### src/common/fip_pkg.sv
// shared constants and carrier types for the flash programming controller
package fip_pkg;
    // register indices on the software port
    localparam logic [3:0] REG_CTRL = 4'h0;
    localparam logic [3:0] REG_BUF_CTRL = 4'h1;
    localparam logic [3:0] REG_ADDR_LO = 4'h2;
    localparam logic [3:0] REG_ADDR_HI = 4'h3;
    localparam logic [3:0] REG_WORD_LO = 4'h4;
    localparam logic [3:0] REG_WORD_HI = 4'h5;
    localparam logic [3:0] REG_PAT_LO1 = 4'h6;
    localparam logic [3:0] REG_PAT_LO2 = 4'h7;
    localparam logic [3:0] REG_PAT_LO3 = 4'h8;
    localparam logic [3:0] REG_PAT_HI1 = 4'h9;
    localparam logic [3:0] REG_PAT_HI2 = 4'hA;
    localparam logic [3:0] REG_PAT_HI3 = 4'hB;
    // control register field positions
    localparam int CTRL_ENABLED_BIT = 7;
    localparam int CTRL_MODE_MSB = 6;
    localparam int CTRL_MODE_LSB = 4;
    localparam int CTRL_TRIGGER_BIT = 3;
    localparam int CTRL_WRITE_BIT = 2;
    localparam int CTRL_RDEN_BIT = 1;
    localparam int CTRL_READ_BIT = 0;
    localparam int BUF_CLEAR_BIT = 0;
    localparam logic [7:0] CTRL_RESET = 8'h00;
    // operation select codes
    localparam logic [2:0] MODE_WRITE = 3'h0;
    localparam logic [2:0] MODE_ERASE = 3'h1;
    localparam logic [2:0] MODE_READ = 3'h3;
    localparam logic [2:0] MODE_UNLOCK = 3'h6;
    // unlock pattern: low bytes 1..3 then high bytes 1..3
    localparam logic [7:0] PAT_LO1 = 8'h00;
    localparam logic [7:0] PAT_LO2 = 8'h0D;
    localparam logic [7:0] PAT_LO3 = 8'hC3;
    localparam logic [7:0] PAT_HI1 = 8'h04;
    localparam logic [7:0] PAT_HI2 = 8'h09;
    localparam logic [7:0] PAT_HI3 = 8'h40;
    // timing
    localparam int CLK_PERIOD_NS = 10;
    localparam int PROG_TIME_NS = 2200000;
    localparam int PROG_CYCLES = PROG_TIME_NS / CLK_PERIOD_NS;
    localparam int UNLOCK_TIME_NS = 10000;
    localparam int UNLOCK_CYCLES = UNLOCK_TIME_NS / CLK_PERIOD_NS;
    localparam int READ_INSTR_CYCLES = 3;
    localparam int READ_CYCLES = READ_INSTR_CYCLES;
    localparam int PAGE_WORDS = 32;
    localparam int ADDR_W = 13;

    typedef enum logic [2:0] {
        FIP_IDLE = 3'b000,
        FIP_PROG = 3'b001,
        FIP_WAIT = 3'b010,
        FIP_READ = 3'b011
    } fip_state_t;

    // request towards the flash array
    typedef struct packed {
        logic [ADDR_W-1:0] addr;
        logic [15:0] wdata;
        logic we;
        logic erase;
        logic re;
    } fip_req_t;
endpackage

### src/rtl/fip_ctrl.sv
// in-application flash page erase, page program and word read controller
`timescale 1ns/1ns

// Behaviour
// - write buffer holds 32 words, one flash page per write.
// - high byte write stores the word and advances the buffer address by one.
// - buffer address stops at the last page location, never wraps.
// - mode 001 selects page erase.
// - mode 000 selects page write from the buffer.
// - erase start erases the whole addressed page.
// - write start programs only the loaded buffer slots into the addressed page.
// - write-initiate clears itself when erase or write finishes, about 2.2 ms.
// - CPU is halted while erase or write runs.
// - erase and write only run once erase/write is enabled.
// - buffer clear then rewrite of the same page without erase is accepted.
// - clearing the enabled flag blocks further erase and write, except inside a live unlock window that holds the correct pattern.
// - mode 011 with read enable set selects read mode.
// - read start fetches the addressed word into the data pair, then clears.
// - read halts the CPU and read-initiate drops after three cycles.
// - reads do not need erase/write to be enabled.
// - mode 110 plus trigger starts a timer; pattern must land before timeout.
// - correct unlock pattern sets the enabled flag, wrong one leaves it clear.
// - buffer clear bit empties the buffer and clears itself when done.
module fip_ctrl
    import fip_pkg::*;
#(
    parameter int PROG_CYCLES_P = PROG_CYCLES
) (
    input wire logic mclk_i,
    input wire logic arst_n_i,
    input wire logic [3:0] reg_addr_i,
    input wire logic [7:0] reg_wdata_i,
    input wire logic reg_wr_i,
    input wire logic reg_rd_i,
    output logic [7:0] reg_rdata_o,
    input wire logic [15:0] flash_rdata_i,
    output fip_req_t flash_req_o,
    output logic cpu_halt_o
);
    localparam int CNT_W = $clog2(PROG_CYCLES_P + 1);
    localparam logic [CNT_W-1:0] OP_LOAD = CNT_W'(PROG_CYCLES_P - 1);
    localparam logic [CNT_W-1:0] RD_LOAD = CNT_W'(READ_CYCLES - 1);
    localparam logic [CNT_W-1:0] RD_CAPTURE = CNT_W'(READ_CYCLES - 2);
    localparam logic [4:0] LAST_SLOT = 5'(PAGE_WORDS - 1);
    localparam int UNL_W = $clog2(UNLOCK_CYCLES + 1);

    logic [7:0] ctrl;
    logic buf_clear;
    logic [7:0] addr_lo;
    logic [7:0] addr_hi;
    logic [7:0] word_lo;
    logic [7:0] word_hi;
    logic [7:0] pat [6];
    logic [15:0] buf_mem [PAGE_WORDS];
    logic [PAGE_WORDS-1:0] buf_valid;
    logic [4:0] buf_ptr;
    logic [UNL_W-1:0] unl_cnt;
    fip_state_t state;
    fip_state_t next_state;
    logic [CNT_W-1:0] op_cnt;
    logic [CNT_W-1:0] next_op_cnt;
    logic [4:0] prog_idx;
    logic [4:0] next_prog_idx;
    logic done_write;
    logic done_read;
    logic start_erase;
    logic start_read;
    logic pattern_ok;
    logic [ADDR_W-1:0] full_addr;
    logic [2:0] mode;

    assign mode = ctrl[CTRL_MODE_MSB:CTRL_MODE_LSB];
    assign full_addr = ADDR_W'({addr_hi, addr_lo});
    assign pattern_ok = (pat[0] == PAT_LO1) && (pat[1] == PAT_LO2) && (pat[2] == PAT_LO3)
        && (pat[3] == PAT_HI1) && (pat[4] == PAT_HI2) && (pat[5] == PAT_HI3);

    wire wr_ctrl = reg_wr_i && (reg_addr_i == REG_CTRL);
    wire wr_buf_ctrl = reg_wr_i && (reg_addr_i == REG_BUF_CTRL);
    wire wr_word_hi = reg_wr_i && (reg_addr_i == REG_WORD_HI);
    wire unlock_live = ctrl[CTRL_TRIGGER_BIT];
    wire unlock_hit = unlock_live && pattern_ok;

    // sequencer: one op at a time, selected from the latched control bits
    always_comb
    begin
        next_state = state;
        next_op_cnt = op_cnt;
        next_prog_idx = prog_idx;
        done_write = 1'b0;
        done_read = 1'b0;
        start_erase = 1'b0;
        start_read = 1'b0;
        unique case (state)
            FIP_IDLE:
            begin
                if (ctrl[CTRL_WRITE_BIT])
                begin
                    if (ctrl[CTRL_ENABLED_BIT] && (mode == MODE_ERASE))
                    begin
                        start_erase = 1'b1;
                        next_op_cnt = OP_LOAD;
                        next_state = FIP_WAIT;
                    end
                    else if (ctrl[CTRL_ENABLED_BIT] && (mode == MODE_WRITE))
                    begin
                        next_op_cnt = OP_LOAD;
                        next_prog_idx = 5'h00;
                        next_state = FIP_PROG;
                    end
                    else
                    begin
                        done_write = 1'b1;
                    end
                end
                else if (ctrl[CTRL_READ_BIT])
                begin
                    if (ctrl[CTRL_RDEN_BIT] && (mode == MODE_READ))
                    begin
                        start_read = 1'b1;
                        next_op_cnt = RD_LOAD;
                        next_state = FIP_READ;
                    end
                    else
                    begin
                        done_read = 1'b1;
                    end
                end
            end
            FIP_PROG:
            begin
                next_op_cnt = op_cnt - CNT_W'(1);
                next_prog_idx = prog_idx + 5'h01;
                if (prog_idx == LAST_SLOT)
                begin
                    next_state = FIP_WAIT;
                end
            end
            FIP_WAIT:
            begin
                next_op_cnt = op_cnt - CNT_W'(1);
                if (op_cnt == '0)
                begin
                    done_write = 1'b1;
                    next_state = FIP_IDLE;
                end
            end
            FIP_READ:
            begin
                next_op_cnt = op_cnt - CNT_W'(1);
                if (op_cnt == '0)
                begin
                    done_read = 1'b1;
                    next_state = FIP_IDLE;
                end
            end
            default:
            begin
                next_state = FIP_IDLE;
            end
        endcase
    end

    always_ff @(posedge mclk_i or negedge arst_n_i)
    begin
        if (!arst_n_i)
        begin
            state <= FIP_IDLE;
            op_cnt <= '0;
            prog_idx <= 5'h00;
            cpu_halt_o <= 1'b0;
        end
        else
        begin
            state <= next_state;
            op_cnt <= next_op_cnt;
            prog_idx <= next_prog_idx;
            cpu_halt_o <= (next_state != FIP_IDLE);
        end
    end

    // flash array requests; the whole page is swept, only loaded slots are programmed
    always_ff @(posedge mclk_i or negedge arst_n_i)
    begin
        if (!arst_n_i)
        begin
            flash_req_o <= '0;
        end
        else
        begin
            flash_req_o.we <= 1'b0;
            flash_req_o.erase <= 1'b0;
            flash_req_o.re <= 1'b0;
            if (start_erase)
            begin
                flash_req_o.erase <= 1'b1;
                flash_req_o.addr <= {full_addr[ADDR_W-1:5], 5'h00};
            end
            else if (state == FIP_PROG)
            begin
                flash_req_o.we <= buf_valid[prog_idx];
                flash_req_o.addr <= {full_addr[ADDR_W-1:5], prog_idx};
                flash_req_o.wdata <= buf_mem[prog_idx];
            end
            else if (start_read)
            begin
                flash_req_o.re <= 1'b1;
                flash_req_o.addr <= full_addr;
            end
        end
    end

    // control register: hardware set of the enabled flag wins over a software clear
    always_ff @(posedge mclk_i or negedge arst_n_i)
    begin
        if (!arst_n_i)
        begin
            ctrl <= CTRL_RESET;
            unl_cnt <= '0;
        end
        else
        begin
            if (wr_ctrl)
            begin
                ctrl[CTRL_MODE_MSB:CTRL_MODE_LSB] <= reg_wdata_i[CTRL_MODE_MSB:CTRL_MODE_LSB];
                ctrl[CTRL_RDEN_BIT] <= reg_wdata_i[CTRL_RDEN_BIT];
                ctrl[CTRL_WRITE_BIT] <= ctrl[CTRL_WRITE_BIT] | reg_wdata_i[CTRL_WRITE_BIT];
                ctrl[CTRL_READ_BIT] <= ctrl[CTRL_READ_BIT] | reg_wdata_i[CTRL_READ_BIT];
                if (!reg_wdata_i[CTRL_ENABLED_BIT])
                begin
                    ctrl[CTRL_ENABLED_BIT] <= 1'b0;
                end
                if (reg_wdata_i[CTRL_TRIGGER_BIT] && !unlock_live
                    && (reg_wdata_i[CTRL_MODE_MSB:CTRL_MODE_LSB] == MODE_UNLOCK))
                begin
                    ctrl[CTRL_TRIGGER_BIT] <= 1'b1;
                    unl_cnt <= UNL_W'(UNLOCK_CYCLES - 1);
                end
            end
            if (done_write)
            begin
                ctrl[CTRL_WRITE_BIT] <= 1'b0;
            end
            if (done_read)
            begin
                ctrl[CTRL_READ_BIT] <= 1'b0;
            end
            if (unlock_live)
            begin
                unl_cnt <= unl_cnt - UNL_W'(1);
                if (unl_cnt == '0)
                begin
                    ctrl[CTRL_TRIGGER_BIT] <= 1'b0;
                end
            end
            if (unlock_hit)
            begin
                ctrl[CTRL_ENABLED_BIT] <= 1'b1;
            end
        end
    end

    // unlock pattern registers, cleared when a new attempt starts so old bytes cannot match
    always_ff @(posedge mclk_i or negedge arst_n_i)
    begin
        if (!arst_n_i)
        begin
            for (int i = 0; i < 6; i++)
            begin
                pat[i] <= 8'hFF;
            end
        end
        else if (wr_ctrl && reg_wdata_i[CTRL_TRIGGER_BIT] && !unlock_live)
        begin
            for (int i = 0; i < 6; i++)
            begin
                pat[i] <= 8'hFF;
            end
        end
        else if (reg_wr_i && (reg_addr_i >= REG_PAT_LO1) && (reg_addr_i <= REG_PAT_HI3))
        begin
            pat[3'(reg_addr_i - REG_PAT_LO1)] <= reg_wdata_i;
        end
    end

    // address and data pairs; a finished read lands in the data pair
    always_ff @(posedge mclk_i or negedge arst_n_i)
    begin
        if (!arst_n_i)
        begin
            addr_lo <= 8'h00;
            addr_hi <= 8'h00;
            word_lo <= 8'h00;
            word_hi <= 8'h00;
        end
        else
        begin
            if (reg_wr_i && (reg_addr_i == REG_ADDR_LO))
            begin
                addr_lo <= reg_wdata_i;
            end
            if (reg_wr_i && (reg_addr_i == REG_ADDR_HI))
            begin
                addr_hi <= reg_wdata_i;
            end
            if (reg_wr_i && (reg_addr_i == REG_WORD_LO))
            begin
                word_lo <= reg_wdata_i;
            end
            if (wr_word_hi)
            begin
                word_hi <= reg_wdata_i;
            end
            if ((state == FIP_READ) && (op_cnt == RD_CAPTURE))
            begin
                {word_hi, word_lo} <= flash_rdata_i;
            end
        end
    end

    // write buffer: pointer follows the low address bits, saturates at the page end
    always_ff @(posedge mclk_i or negedge arst_n_i)
    begin
        if (!arst_n_i)
        begin
            buf_ptr <= 5'h00;
            buf_valid <= '0;
            buf_clear <= 1'b0;
        end
        else
        begin
            // clear goes first so a word stored in the same cycle is kept
            if (buf_clear)
            begin
                buf_valid <= '0;
            end
            if (reg_wr_i && (reg_addr_i == REG_ADDR_LO))
            begin
                buf_ptr <= reg_wdata_i[4:0];
            end
            else if (wr_word_hi)
            begin
                buf_valid[buf_ptr] <= 1'b1;
                if (buf_ptr != LAST_SLOT)
                begin
                    buf_ptr <= buf_ptr + 5'h01;
                end
            end
            if (wr_buf_ctrl && reg_wdata_i[BUF_CLEAR_BIT])
            begin
                buf_clear <= 1'b1;
            end
            else
            begin
                buf_clear <= 1'b0;
            end
        end
    end

    // storage holds no reset so it maps onto plain memory
    always_ff @(posedge mclk_i)
    begin
        if (wr_word_hi)
        begin
            buf_mem[buf_ptr] <= {reg_wdata_i, word_lo};
        end
    end

    always_ff @(posedge mclk_i or negedge arst_n_i)
    begin
        if (!arst_n_i)
        begin
            reg_rdata_o <= 8'h00;
        end
        else if (reg_rd_i)
        begin
            unique case (reg_addr_i)
                REG_CTRL: reg_rdata_o <= ctrl;
                REG_BUF_CTRL: reg_rdata_o <= {7'h00, buf_clear};
                REG_ADDR_LO: reg_rdata_o <= addr_lo;
                REG_ADDR_HI: reg_rdata_o <= addr_hi;
                REG_WORD_LO: reg_rdata_o <= word_lo;
                REG_WORD_HI: reg_rdata_o <= word_hi;
                default: reg_rdata_o <= 8'h00;
            endcase
        end
        else
        begin
            reg_rdata_o <= 8'h00;
        end
    end

    a_erase_needs_en: assert property (@(posedge mclk_i) disable iff (!arst_n_i)
        flash_req_o.erase |-> $past(ctrl[CTRL_ENABLED_BIT]))
        else $error("erase issued while erase/write disabled");
    a_prog_needs_en: assert property (@(posedge mclk_i) disable iff (!arst_n_i)
        (state == FIP_IDLE) ##1 (state == FIP_PROG) |-> $past(ctrl[CTRL_ENABLED_BIT]))
        else $error("page write started while erase/write disabled");
    a_ptr_saturate: assert property (@(posedge mclk_i) disable iff (!arst_n_i)
        (buf_ptr == LAST_SLOT) && wr_word_hi |=> (buf_ptr == LAST_SLOT))
        else $error("buffer pointer moved past page end");
    a_ptr_advance: assert property (@(posedge mclk_i) disable iff (!arst_n_i)
        wr_word_hi && (buf_ptr != LAST_SLOT) && !(reg_addr_i == REG_ADDR_LO)
        |=> (buf_ptr == $past(buf_ptr) + 5'h01))
        else $error("buffer pointer did not advance on high byte");
    a_read_len: assert property (@(posedge mclk_i) disable iff (!arst_n_i)
        start_read |=> (state == FIP_READ) [*3] ##1 (state == FIP_IDLE) && !ctrl[CTRL_READ_BIT])
        else $error("read did not finish in three cycles");
    a_halt_busy: assert property (@(posedge mclk_i) disable iff (!arst_n_i)
        (flash_req_o.we || flash_req_o.erase || flash_req_o.re) |-> cpu_halt_o)
        else $error("cpu not halted during operation");
    a_clear_done: assert property (@(posedge mclk_i) disable iff (!arst_n_i)
        buf_clear && !wr_word_hi && !(wr_buf_ctrl && reg_wdata_i[BUF_CLEAR_BIT])
        |=> !buf_clear && (buf_valid == '0))
        else $error("buffer clear did not complete");
    a_unlock_set: assert property (@(posedge mclk_i) disable iff (!arst_n_i)
        unlock_hit |=> ctrl[CTRL_ENABLED_BIT])
        else $error("correct pattern did not enable erase/write");
    a_rd_reserved: assert property (@(posedge mclk_i) disable iff (!arst_n_i)
        reg_rd_i && (reg_addr_i > REG_WORD_HI) |=> (reg_rdata_o == 8'h00))
        else $error("unmapped read not zero");
endmodule

### config.mk
export PLATFORM = sky130hd
export DESIGN_NAME = fip_ctrl
export DESIGN_NICKNAME = d
export VERILOG_FILES = /design/src/common/fip_pkg.sv /design/src/rtl/fip_ctrl.sv
export SDC_FILE = /design/constraint.sdc
export NUM_CORES = 1
export LEC_CHECK = 0
export BUFFER_PORTS_ARGS = -buffer_cell sky130_fd_sc_hd__buf_2
export CORE_MARGIN = 2
export CORE_UTILIZATION = 67
export DETAILED_ROUTE_END_ITERATION = 16
export PLACE_DENSITY = 0.88
export REMOVE_ABC_BUFFERS = 1
export SYNTH_ARGS = -nofsm -noshare
export SYNTH_HDL_FRONTEND = slang
export SYNTH_SLANG_ARGS = --single-unit
### constraint.sdc
create_clock -name mclk_i -period 4.1 [get_ports mclk_i]
set_input_delay 0.82 -clock mclk_i [delete_from_list [all_inputs] [get_ports mclk_i]]
set_output_delay 0.82 -clock mclk_i [all_outputs]
set_load 0.01 [all_outputs]
**After elaboration in Yosys (flattened, before gate mapping)**

Memory sizes are Yosys's and may differ from the RTL's. A register that Yosys moved wholly into a read port is not among the register bits.
Cells that the tools add are included.
W data, S select, Z words.

- Input bits: 32
- Flip-flop bits (word level): 187
- Output and inout bits: 41
- Memories: 1
- Memory bits (writable): 512

- Equal/unequal tests: 26
- Multiplexer cells: 78
- Reduce and logical (&&, ||, !) cells: 55
- Bitwise operators: 5
- Add/subtract/negate cells: 5
- Order comparisons: 7

Memories:

| memory | depth | width | read ports | clocked after memory_dff | write ports | line | text |
|---|---|---|---|---|---|---|---|
| buf_mem | 32 | 16 | 1 | 1 | 1 | fip_ctrl.sv:54 | `logic [15:0] buf_mem [PAGE_WORDS];` |

Operators by type and width:

| operator | count |
|---|---|
| $mux W32 | 3 |
| $mux W48 | 2 |
| $mux W18 | 5 |
| $mux W8 | 7 |
| $bwmux W48 | 1 |
| $pmux W8 S6 | 1 |
| $mux W13 | 3 |
| $pmux W18 S2 | 1 |
| $mux W1 | 32 |
| $or A32 B32 Y32 | 1 |
| $mux W10 | 3 |
| $mux W5 | 6 |
| $logic_and A1 B1 Y1 | 25 |
| $demux W8 S3 | 1 |
| $reduce_bool A2 Y1 | 12 |
| $mux W3 | 7 |
| $eq A18 B1 Y1 const B | 1 |
| $logic_not A18 Y1 | 1 |
| $sub A18 B1 Y18 const B | 1 |
| $eq A8 B4 Y1 const B | 2 |
| $lt A5 B6 Y1 const B | 2 |
| $add A5 B1 Y5 const B | 2 |
| $logic_not A10 Y1 | 1 |
| $pmux W5 S2 | 1 |
| 38 further kinds | 55 |

**Depth between registers and ports, before layout**

Gate-level depths: netlist of the first run.

- Depth in word-level cells: 9
- Depth in mapped cells: 9
- Mapped depth without buffers: 8

**Worst setup path after synthesis of the first run**

OpenSTA, ideal clock, no wires.

- Kind: input to register
- Start: input port reg_addr_i[2]
- End: memory buf_mem[14][0] (enable)
- Setup time: 0.389 ns
- Required time: 3.711 ns
- Cell stages on the path: 7
- Path buffers: 3
- Path slack: 0.876 ns
- Arrival time: 2.836 ns
- Path through: clkbuf_1 nor2b_1 and2_1 buf_2 nand2_1 clkbuf_1 nor2_1

- Word-level cells in the longest chain between the ends: 4

RTL lines:

| element | line | text |
|---|---|---|
| start, declared | fip_ctrl.sv:31 | `input wire logic [3:0] reg_addr_i,` |
| $eq A4 B3 Y1 | fip_ctrl.sv:79 | `wire wr_word_hi = reg_wr_i && (reg_addr_i == REG_WORD_HI);` |
| $logic_and A1 B1 Y1 | fip_ctrl.sv:79 |  |
| $mux W1 | fip_ctrl.sv:362 | `if (wr_word_hi)` |
| $mux W1 (not written as such) | fip_ctrl.sv:364 | `buf_mem[buf_ptr] <= {reg_wdata_i, word_lo};` |
| end, declared | fip_ctrl.sv:54 |  |

Every way passes these cells.

==> results of run 1 <==
[placed cells by master (no fill, tap or decap), types with 6 or more instances in the layout]
cell type  Yosys  final
edfxtp_1     512    512
nand2_1      187    187
dfrtp_1      155    149
mux4_2       123    123
nor2_1       109    109
clkbuf_16      0     73
buf_2         32     71
mux2_2        58     58
buf_4         10     57
nand3_1       56     56
o22ai_1       49     49
dfstp_2       48     48
mux2i_1       44     44
o21ai_0       43     43
inv_1         42     42
nor3_1        33     33
a22o_1        28     28
a21oi_1       21     21
or4_1         16     16
a22oi_1       15     15
a31oi_1       12     12
clkinv_1       0     12
nor4_1        12     11
ha_1          10     10
clkbuf_1      52     10
bufinv_16      0      9
or3_1          8      8
a222oi_1       8      8
nor4b_1        8      8
o211ai_1       7      7
clkinv_2       0      7
clkbuf_8       0      7
nor3b_1        6      6
nand3b_1       6      6
o22a_1         6      6
[flip-flops by register name, indices dropped and copies added (netlist names)]
register     flops
buf_mem        512
buf_clear        1
cpu_halt_o       1
addr_hi          8
word_lo          8
ctrl             8
reg_rdata_o      8
state            3
unl_cnt         10
buf_valid       32
op_cnt          18
pat             48
flash_req_o     32
addr_lo          8
word_hi          8
prog_idx         5
buf_ptr          5
[synth_stat cells, drive strengths merged (3+ instances only)]
| cell | n | area (um2) |
|---|---|---|
| inv | 42 | 158 |
| a21o | 3 | 22.5 |
| a22oi | 15 | 113 |
| nor2b | 5 | 31.3 |
| a222oi | 8 | 80.1 |
| dfstp | 48 | 1260 |
| or2 | 3 | 18.8 |
| edfxtp | 512 | 15400 |
| buf | 57 | 299 |
| a31oi | 12 | 75.1 |
| nand2b | 3 | 18.8 |
| mux2i | 44 | 440 |
| and3 | 4 | 25.0 |
| a221oi | 5 | 43.8 |
| o22a | 6 | 52.6 |
| a21oi | 22 | 114 |
| dfrtp | 155 | 3880 |
| nor3b | 7 | 57.6 |
| nand4 | 3 | 18.8 |
| and2 | 5 | 31.3 |
| or3b | 3 | 26.3 |
| o211ai | 7 | 52.6 |
| or3 | 8 | 50.1 |
| clkbuf | 52 | 195 |
| o22ai | 49 | 307 |
| mux4 | 123 | 2770 |
| nor4b | 10 | 109 |
| mux2 | 58 | 653 |
| nor4 | 13 | 96.3 |
| nand2 | 187 | 702 |
| a22o | 28 | 245 |
| ha | 10 | 125 |
| or4 | 18 | 143 |
| nor2 | 109 | 409 |
| o31ai | 3 | 22.5 |
| nand3b | 6 | 45.0 |
| nor3 | 35 | 185 |
| o21ai | 45 | 225 |
| nand3 | 56 | 280 |
[kinds of logic (layout without fill, tap and decap cells)]
group                      after synthesis  count (layout)
AOI/OAI and AO/OA                      218             218
muxes                                  225             225
other                                    1               2
buffers and inverters                  151             302
xor gates and xnor gates                 1               1
DFF                                    715             715
adders and majority gates               10              10
and+or+nand+nor                        481             481
[how the worst max path moves through the flow]
stage / from / end / slack [ns] / cells past startpoint
final: prog_idx[1] / flash_req_o[9] / 0.80 / 5
after global routing: prog_idx[1] / flash_req_o[9] / 0.71 / 5
after CTS: prog_idx[1] / flash_req_o[9] / 0.95 / 5
after detailed placement: reg_addr_i[0] / buf_mem[31][2] / 0.99 / 6
after global placement: reg_addr_i[0] / buf_mem[27][11] / 1.08 / 6
after floorplan: prog_idx[0] / flash_req_o[10] / -2.76 / 4
[routing by layer]
layer | global-route usage, % | up-vias | part of all wire [%]
met1 | 46.7 | 8927 | 34
met5 | 0 | - | 0.034
li1 | - | 7167 | -
met4 | 18.7 | 4 | 5.7
met2 | 56.3 | 1449 | 49
met3 | 7.27 | 302 | 11
[worst reg2reg max path, cell delays in order, from the launching register on]
cell,delay [ns]
dfrtp_4,1.09
nand2_1,0.77
o22ai_1,0.47
nor3_1,0.15
a221oi_1,0.49
o211ai_1,0.18
[power breakdown]
part / switching (mW) / internal, mW
sequential: 0.865 / 8.56
combinational: 1.94 / 1.81
clock: 2.75 / 3.94
[layout make-up]
| type | instances | area (um2) |
|---|---|---|
| antenna | 1 | 2.50 |
| clock buffer | 89 | 1950 |
| clock inverter | 38 | 429 |
| fill | 2237 | 10400 |
| inverter | 42 | 158 |
| multi-input combinational | 936 | 7800 |
| sequential | 715 | 20500 |
| tap | 585 | 732 |
| timing repair buffer | 133 | 877 |
[metrics by stage]
| step | TNS, ns | total power [mW] |
|---|---|---|
| after floorplan | -65.24 | 11.7 |
| after global placement | 0 | 12.9 |
| after detailed placement | 0 | 13.1 |
| after CTS | 0 | 19.8 |
| after global routing | 0 | 20.4 |
| final | 0 | 19.9 |
==> run_results.csv, run 1 <==
group,metric,value,unit
status,status,"finished, final reports clean",
setup_path,slowest_delay,1.09,ns
clock_tree,cts_setup_buffers,0,
die,coreArea,0.0429,mm2
yosys,synth_edf_count,512,
yosys,synthAdderAreaFrac,0.432,%
clock_tree,clock_path_buffers,3,
yosys,synthDistinctLibCells,72,
yosys,synth_compound_area_share,5.13,%
placement,postPlaceCellArea,0.0301,mm2
yosys,syn_avg_cell_area,16.1,um2
route,vias,17849,
global_routing,grt_overflow,0,
yosys,synthArstFlopShare,28.4,%
timing,holdWs,0.266,ns
die,pin_count,73,
final_layout,area_growth,12.1,%
timing,slew_viol_final,0,
yosys,synthFlopType,"edfxtp_1",
final_layout,post-route-util,75.7,%
setup_path,path_buf_inv,0,
timing,worst_slack,0.801,ns
timing,maxSlewHeadroom,19.4,%
clock_tree,postCtsHoldBufs,0,
setup_path,r2r_cells,5,
clock_tree,cts_tree,"yes",
clock_tree,numCtsBuffers,70,
setup_path,regToRegStartpoint,"prog_idx[1]",
clock_tree,root_buffer,"clkbuf_16",
route,wirelength,76300,um
route,vias_per_cell,7.03,
setup_path,worstSetupPathType,"register to register",
placement,dp_slack,0.986,ns
yosys,synth_xor_area_share,0.0302,%
die,die_w,212,um
placement,io_buffers,72,
clock_tree,h-tree-depth,3,
clock_tree,clk_pin_slew_worst_paths,0.07,ns
route,detail-route-antenna-nets,0,
route,drtIter0Drc,2769,
yosys,syn_area,0.0290,mm2
final_layout,final_cells,2539,
die,die_area,0.0449,mm2
yosys,seq_area_frac_synth,70.8,%
timing,fmax,303,MHz
final_layout,stdcell_area,0.0325,mm2
yosys,yosysWarnings,0,
timing,min_period_over_period,80.5,%
placement,dp_hpwl,43300,um
global_routing,grt_antenna_before_repair,4,
final_layout,final_layout_size_suffix_gt1_share,25.1,%
job,cap_viol_max_count,0,
die,rows,76,
die,die_y,212,um
final_layout,final_nets,1940,
setup_path,critPathLaunchType,"register",
timing,finClkSkew,0.0221,ns
placement,place_congestion,0.863,
setup_path,cp_max_fo,67,
setup_path,regToRegSetupSlack,0.80,ns
timing,fin_crit,3.30,ns
placement,dp.cells,2411,
pwr,p_per_area,612,mW/mm2
timing,hold_viol,0,
clock_tree,cts_sinks,715,
setup_path,r2r-end,"flash_req_o[9]",
setup_path,critPathSlowestCell,"dfrtp_4",
route,drcViolationCount,0,
setup_path,cp-end-kind,"register",
timing,worstMarginPinSlew,1.21,ns
timing,setup-violations-final,0,
setup_path,crit_required,4.55,ns
global_routing,track_usage,35.3,%
yosys,syn_inst,1802,
pwr,leakage,11.6,nW
yosys,synthMuxAreaShare,13.3,%
route,post_drt_wl_per_cell,30.1,um
timing,rsz0062_at_grt,"no",
route,drt_pass1_iterations,6,
setup_path,arrival,3.75,ns
setup_path,cp_top_family,"compound AO/OA/AOI/OAI gates",
yosys,yosys.area_share.simple,7.96,%
worst_hold_path,hold_path_class,"primary input to async pin",
yosys,synth_top_family_by_area,"multiplexers",
global_routing,grt_pass1_wl,114000,um
die,initial_core_util,67.5,%
clock_tree,ctsResizeCount,0,
global_routing,grt_pass1_vias,18123,
global_routing,grt_start_max_net_pins,95,
yosys,synth_seq_cells,715,
pwr,vdd_drop_max,0.491,mV
setup_path,path_cells,"nand2_1, o22ai_1, nor3_1, a221oi_1, o211ai_1",
clock_tree,clk_latency,0.61,ns
Note: power is estimated with default switching activity, not from simulation.
==> inputs of run 2 (changes only) <==
--- a/config.mk
+++ b/config.mk
@@ -7,9 +7,9 @@
 export LEC_CHECK = 0
 export BUFFER_PORTS_ARGS = -buffer_cell sky130_fd_sc_hd__buf_2
 export CORE_MARGIN = 2
-export CORE_UTILIZATION = 67
+export CORE_UTILIZATION = 56
 export DETAILED_ROUTE_END_ITERATION = 16
-export PLACE_DENSITY = 0.88
+export PLACE_DENSITY = 0.78
 export REMOVE_ABC_BUFFERS = 1
 export SYNTH_ARGS = -nofsm -noshare
 export SYNTH_HDL_FRONTEND = slang
==> constraint.sdc (replaced) <==
create_clock -name mclk_i -period 2.8 [get_ports mclk_i]
set_input_delay 0.56 -clock mclk_i [delete_from_list [all_inputs] [get_ports mclk_i]]
set_output_delay 0.56 -clock mclk_i [all_outputs]
set_load 0.01 [all_outputs]
==> run_results.csv, run 2 (synthesis results as in run 1) <==
group,metric,value,unit
timing,min_period_over_period,94.1,%
die,die_w,231,um
status,status,"finished, final reports clean",
setup_path,cp-end-kind,"register",
pwr,vdd_drop_max,0.610,mV
clock_tree,h-tree-depth,3,
setup_path,r2r_cells,6,
timing,finClkSkew,0.0309,ns
worst_hold_path,worstHoldPathCells,3,
final_layout,antennaDiodeCount,0,
route,vias,17195,
global_routing,grt_start_max_net_pins,66,
die,die_area,0.0535,mm2
timing,maxSlewHeadroom,36.9,%
clock_tree,clk_latency,0.63,ns
final_layout,mostFrequentLayoutCell,"edfxtp_1",
placement,place_congestion,0.879,
clock_tree,clock_path_buffers,3,
route,detail-route-antenna-nets,0,
route,drcViolationCount,0,
setup_path,cp_max_fo,34,
die,pin_count,73,
global_routing,track_usage,27.3,%
timing,worstMarginPinSlew,0.947,ns
global_routing,grt_pass1_wl,108000,um
setup_path,arrival,3.11,ns
final_layout,layout_common_cells,"512 x edfxtp_1, 187 x nand2_1, 152 x dfrtp_1",
timing,fin_crit,2.63,ns
die,rows,83,
clock_tree,cts_setup_buffers,0,
timing,setup-violations-final,0,
global_routing,grt_antenna_before_repair,0,
timing,fmax,380,MHz
pwr,leakage,12.0,nW
die,coreArea,0.0512,mm2
die,die_y,231,um
setup_path,critPathLaunchType,"register",
final_layout,stdcell_area,0.0331,mm2
placement,postPlaceCellArea,0.0307,mm2
route,wl_met1,27100,um
final_layout,biggestRegsByFlops,"buf_mem: 512 flops, pat: 48 flops",
route,drt_pass1_iterations,6,
final_layout,regMostFlops,"buf_mem",
timing,final.setup.tns,0,ns
global_routing,grt_pass1_vias,17566,
final_layout,final_layout_size_suffix_gt1_share,26.8,%
placement,io_buffers,72,
pwr,p_per_area,874,mW/mm2
setup_path,crit_required,3.28,ns
job,cap_viol_max_count,0,
route,post_drt_wl_per_cell,26.5,um
final_layout,final_nets,1994,
route,drtIter0Drc,2252,
timing,rsz0062_at_grt,"no",
setup_path,worstSetupPathType,"register to register",
final_layout,area_growth,14.3,%
die,initial_core_util,56.6,%
route,met3_length,6710,um
route,dr_wl_met2,34500,um
clock_tree,numCtsBuffers,71,
route,wirelength,71200,um
timing,slew_viol_final,0,
worst_hold_path,hold_path_class,"primary input to register",
clock_tree,cts_tree,"yes",
placement,dp_hpwl,41900,um
route,top_layer,"met4",
clock_tree,root_buffer,"clkbuf_16",
timing,hold_viol,0,
clock_tree,clk_pin_slew_worst_paths,0.06,ns
clock_tree,cts_sinks,715,
route,vias_per_cell,6.40,
global_routing,grt_overflow,0,
final_layout,largest_reg_flops,512,
[run 2: changes by cell type in the layout (fill, tap and decap cells not counted), moves of 2 or more]
cell,previous run,this run
buf_4,57,103
clkbuf_1,10,17
buf_12,4,10
clkbuf_16,73,77
clkinv_1,12,8
clkinvlp_4,4,1
dfrtp_1,149,152
dfrtp_2,4,1
inv_6,4,2
[run 2: critical path: stages (launching register included)]
cell      delay (ns)
dfrtp_4         0.80
buf_4           0.41
mux4_2          0.36
mux2i_1         0.30
nor2_1          0.16
a221oi_1        0.27
o211ai_1        0.16
[run 2: layout make-up]
cell class / instances / area [um2]
repair buffers: 186 / 1350
clock buffers: 99 / 2060
multi-input cells: 936 / 7800
inverters: 42 / 158
clock inverters: 28 / 355
flip-flops and latches: 715 / 20500
fillers: 3337 / 18100
well taps: 680 / 851
[run 2: final timing paths]
kind | slack [ns] | to | startpoint
setup reg to reg | 0.17 | flash_req_o[18] | prog_idx[1]
setup / recovery | 0.17 | flash_req_o[18] | prog_idx[1]
min in group asynchronous | 0.56 | prog_idx[1] | arst_n_i
hold reg to reg | 0.48 | unl_cnt[9] | unl_cnt[9]
max in group asynchronous | 1.45 | pat[45] | arst_n_i
hold / removal | 0.16 | word_hi[0] | flash_rdata_i[8]
[run 2: repair_timing]
action,CTS,global route
hold buffers,1,0
endpoints found under the hold margin,60,0
resized for setup,0,0
[run 2: per-stage QoR]
| stage | utilization (%) | instances | setup slack [ns] | hold WS, ns | total power, mW |
|---|---|---|---|---|---|
| 2_1_floorplan | - | 1693 | -4.06 | 0.264 | 17.0 |
| 3_3_place_gp | 59.9 | 2558 | 0.190 | 0.452 | 18.9 |
| 3_5_place_dp | 59.9 | 2558 | 0.164 | 0.477 | 19.2 |
| 4_1_cts | 64.6 | 2686 | 0.170 | 0.130 | 29.0 |
| 5_1_grt | 64.6 | 2686 | 0.0545 | 0.164 | 29.9 |
| 6_report | 64.6 | 2686 | 0.166 | 0.159 | 28.9 |
[run 2: power breakdown]
group          internal (mW)  switching [mW]  total (mW)
logic                   2.79            2.88        5.67
clock network           5.89            3.95        9.84
registers               12.5           0.863        13.4
[run 2: per-layer routing]
metal | global-route usage [%] | vias to the layer above
li1 | - | 7280
met1 | 37.0 | 8797
met2 | 43.5 | 960
met3 | 5.12 | 158
met4 | 12.4 | 0
met5 | 0 | -
==> inputs of run 3 (changes only) <==
--- a/config.mk
+++ b/config.mk
@@ -7,9 +7,9 @@
 export LEC_CHECK = 0
 export BUFFER_PORTS_ARGS = -buffer_cell sky130_fd_sc_hd__buf_2
 export CORE_MARGIN = 2
-export CORE_UTILIZATION = 56
+export CORE_UTILIZATION = 62
 export DETAILED_ROUTE_END_ITERATION = 16
-export PLACE_DENSITY = 0.78
+export PLACE_DENSITY = 0.82
 export REMOVE_ABC_BUFFERS = 1
 export SYNTH_ARGS = -nofsm -noshare
 export SYNTH_HDL_FRONTEND = slang
==> constraint.sdc (replaced) <==
create_clock -name mclk_i -period 2.9 [get_ports mclk_i]
set_input_delay 0.58 -clock mclk_i [delete_from_list [all_inputs] [get_ports mclk_i]]
set_output_delay 0.58 -clock mclk_i [all_outputs]
set_load 0.01 [all_outputs]
==> run_results.csv, run 3 (synthesis results as in run 1) <==
group,metric,value,unit
final_layout,area_growth,13.4,%
setup_path,regToRegSetupSlack,0.26,ns
die,rows,79,
final_layout,biggestRegsByFlops,"buf_mem: 512 flops, pat: 48 flops",
clock_tree,clk_latency,0.61,ns
timing,fmax,378,MHz
setup_path,regToRegStartpoint,"prog_idx[1]",
job,cap_viol_max_count,0,
die,die_area,0.0485,mm2
placement,place_congestion,0.923,
die,coreArea,0.0464,mm2
pwr,p_per_area,842,mW/mm2
final_layout,final_nets,1990,
final_layout,final_cells,2613,
clock_tree,cts_tree,"yes",
setup_path,cp-end-kind,"register",
clock_tree,h-tree-depth,3,
setup_path,r2r_cells,6,
timing,fin_crit,2.64,ns
die,die_y,220,um
timing,setup-violations-final,0,
global_routing,grt_pass1_vias,17718,
timing,rsz0062_at_grt,"no",
worst_hold_path,hold_path_class,"primary input to async pin",
pwr,total_power,27.6,mW
setup_path,worstSetupPathType,"register to register",
die,initial_core_util,62.5,%
route,vias_per_cell,6.67,
timing,min_period_over_period,91.2,%
setup_path,cp_max_fo,43,
timing,worst_slack,0.256,ns
timing,hold_viol,0,
final_layout,layout_common_cells,"512 x edfxtp_1, 187 x nand2_1, 152 x dfrtp_1",
pwr,vdd_drop_max,0.978,mV
route,drtIter0Drc,2262,
timing,final.setup.tns,0,ns
global_routing,track_usage,30.8,%
route,drcViolationCount,0,
clock_tree,numCtsBuffers,70,
final_layout,post-route-util,70.8,%
die,die_w,220,um
clock_tree,cts_sinks,715,
route,wirelength,72200,um
timing,slew_viol_final,0,
setup_path,r2r-end,"flash_req_o[13]",
timing,maxSlewHeadroom,39.9,%
route,drt_pass1_iterations,6,
clock_tree,ctsResizeCount,0,
setup_path,critPathLaunchType,"register",
setup_path,endpoint,"flash_req_o[13]",
placement,dp_hpwl,43000,um
setup_path,crit_required,3.36,ns
final_layout,final_layout_size_suffix_gt1_share,26.9,%
global_routing,grt_pass1_wl,109000,um
pwr,leakage,11.9,nW
placement,dp_slack,0.246,ns
setup_path,arrival,3.11,ns
global_routing,grt_antenna_before_repair,3,
route,post_drt_wl_per_cell,27.6,um
clock_tree,clock_path_buffers,3,
clock_tree,cts_setup_buffers,0,
timing,worstMarginPinSlew,0.902,ns
route,vias,17422,
placement,dp.cells,2483,
global_routing,grt_overflow,0,
final_layout,mostFrequentLayoutCell,"edfxtp_1",
placement,io_buffers,72,
die,pin_count,73,
final_layout,regMostFlops,"buf_mem",
route,detail-route-antenna-nets,0,
setup_path,crit_start,"prog_idx[1]",
status,status,"finished, final reports clean",
clock_tree,clk_pin_slew_worst_paths,0.06,ns
clock_tree,postCtsHoldBufs,0,
final_layout,largest_reg_flops,512,
clock_tree,root_buffer,"clkbuf_16",
global_routing,grt_start_max_net_pins,81,
timing,finClkSkew,0.0190,ns
-- run 3: power by group --
group / internal, mW / switching (mW)
registers: 12.1 / 0.844
logic: 2.67 / 2.90
clock network: 5.33 / 3.80
-- run 3: layout make-up --
class	count	area, um2
clock inverter	41	395
timing repair buffer	183	1290
multi-input combinational	936	7800
inverter	42	158
tap	607	759
sequential	715	20500
antenna	1	2.50
clock buffer	88	1920
fill	2704	13500
-- run 3: critical path, stage by stage (launching register included) --
cell,delay (ns)
dfrtp_4,0.86
buf_4,0.32
buf_4,0.20
mux4_2,0.31
nor2_1,0.13
nor3_1,0.08
or4_1,0.58
-- run 3: worst min path at each step --
stage / start / to / slack [ns] / cells after the start
after detailed placement: unl_cnt[7] / unl_cnt[7] / 0.47 / 1
after global placement: unl_cnt[7] / unl_cnt[7] / 0.46 / 1
final: arst_n_i / prog_idx[0] / 0.03 / 1
after global routing: arst_n_i / prog_idx[0] / 0.06 / 1
after floorplan: arst_n_i / addr_hi[0] / 0.28 / 0
after CTS: arst_n_i / flash_req_o[22] / 0.03 / 1
-- run 3: per-stage QoR --
| stage | cell area (um2) | hold WS [ns] |
|---|---|---|
| 5_1_grt | 32800 | 0.0583 |
| 3_3_place_gp | 30500 | 0.455 |
| 6_report | 32800 | 0.0251 |
| 2_1_floorplan | 28500 | 0.284 |
| 3_5_place_dp | 30500 | 0.466 |
| 4_1_cts | 32800 | 0.0328 |
-- run 3: routing by layer --
metal	up-vias	global-route usage, %	share of wire (%)
met3	222	6.22	9.8
met1	8870	40.1	36
met2	1065	51.3	50
met5	-	0	0.053
li1	7259	-	-
met4	6	12.8	4.3
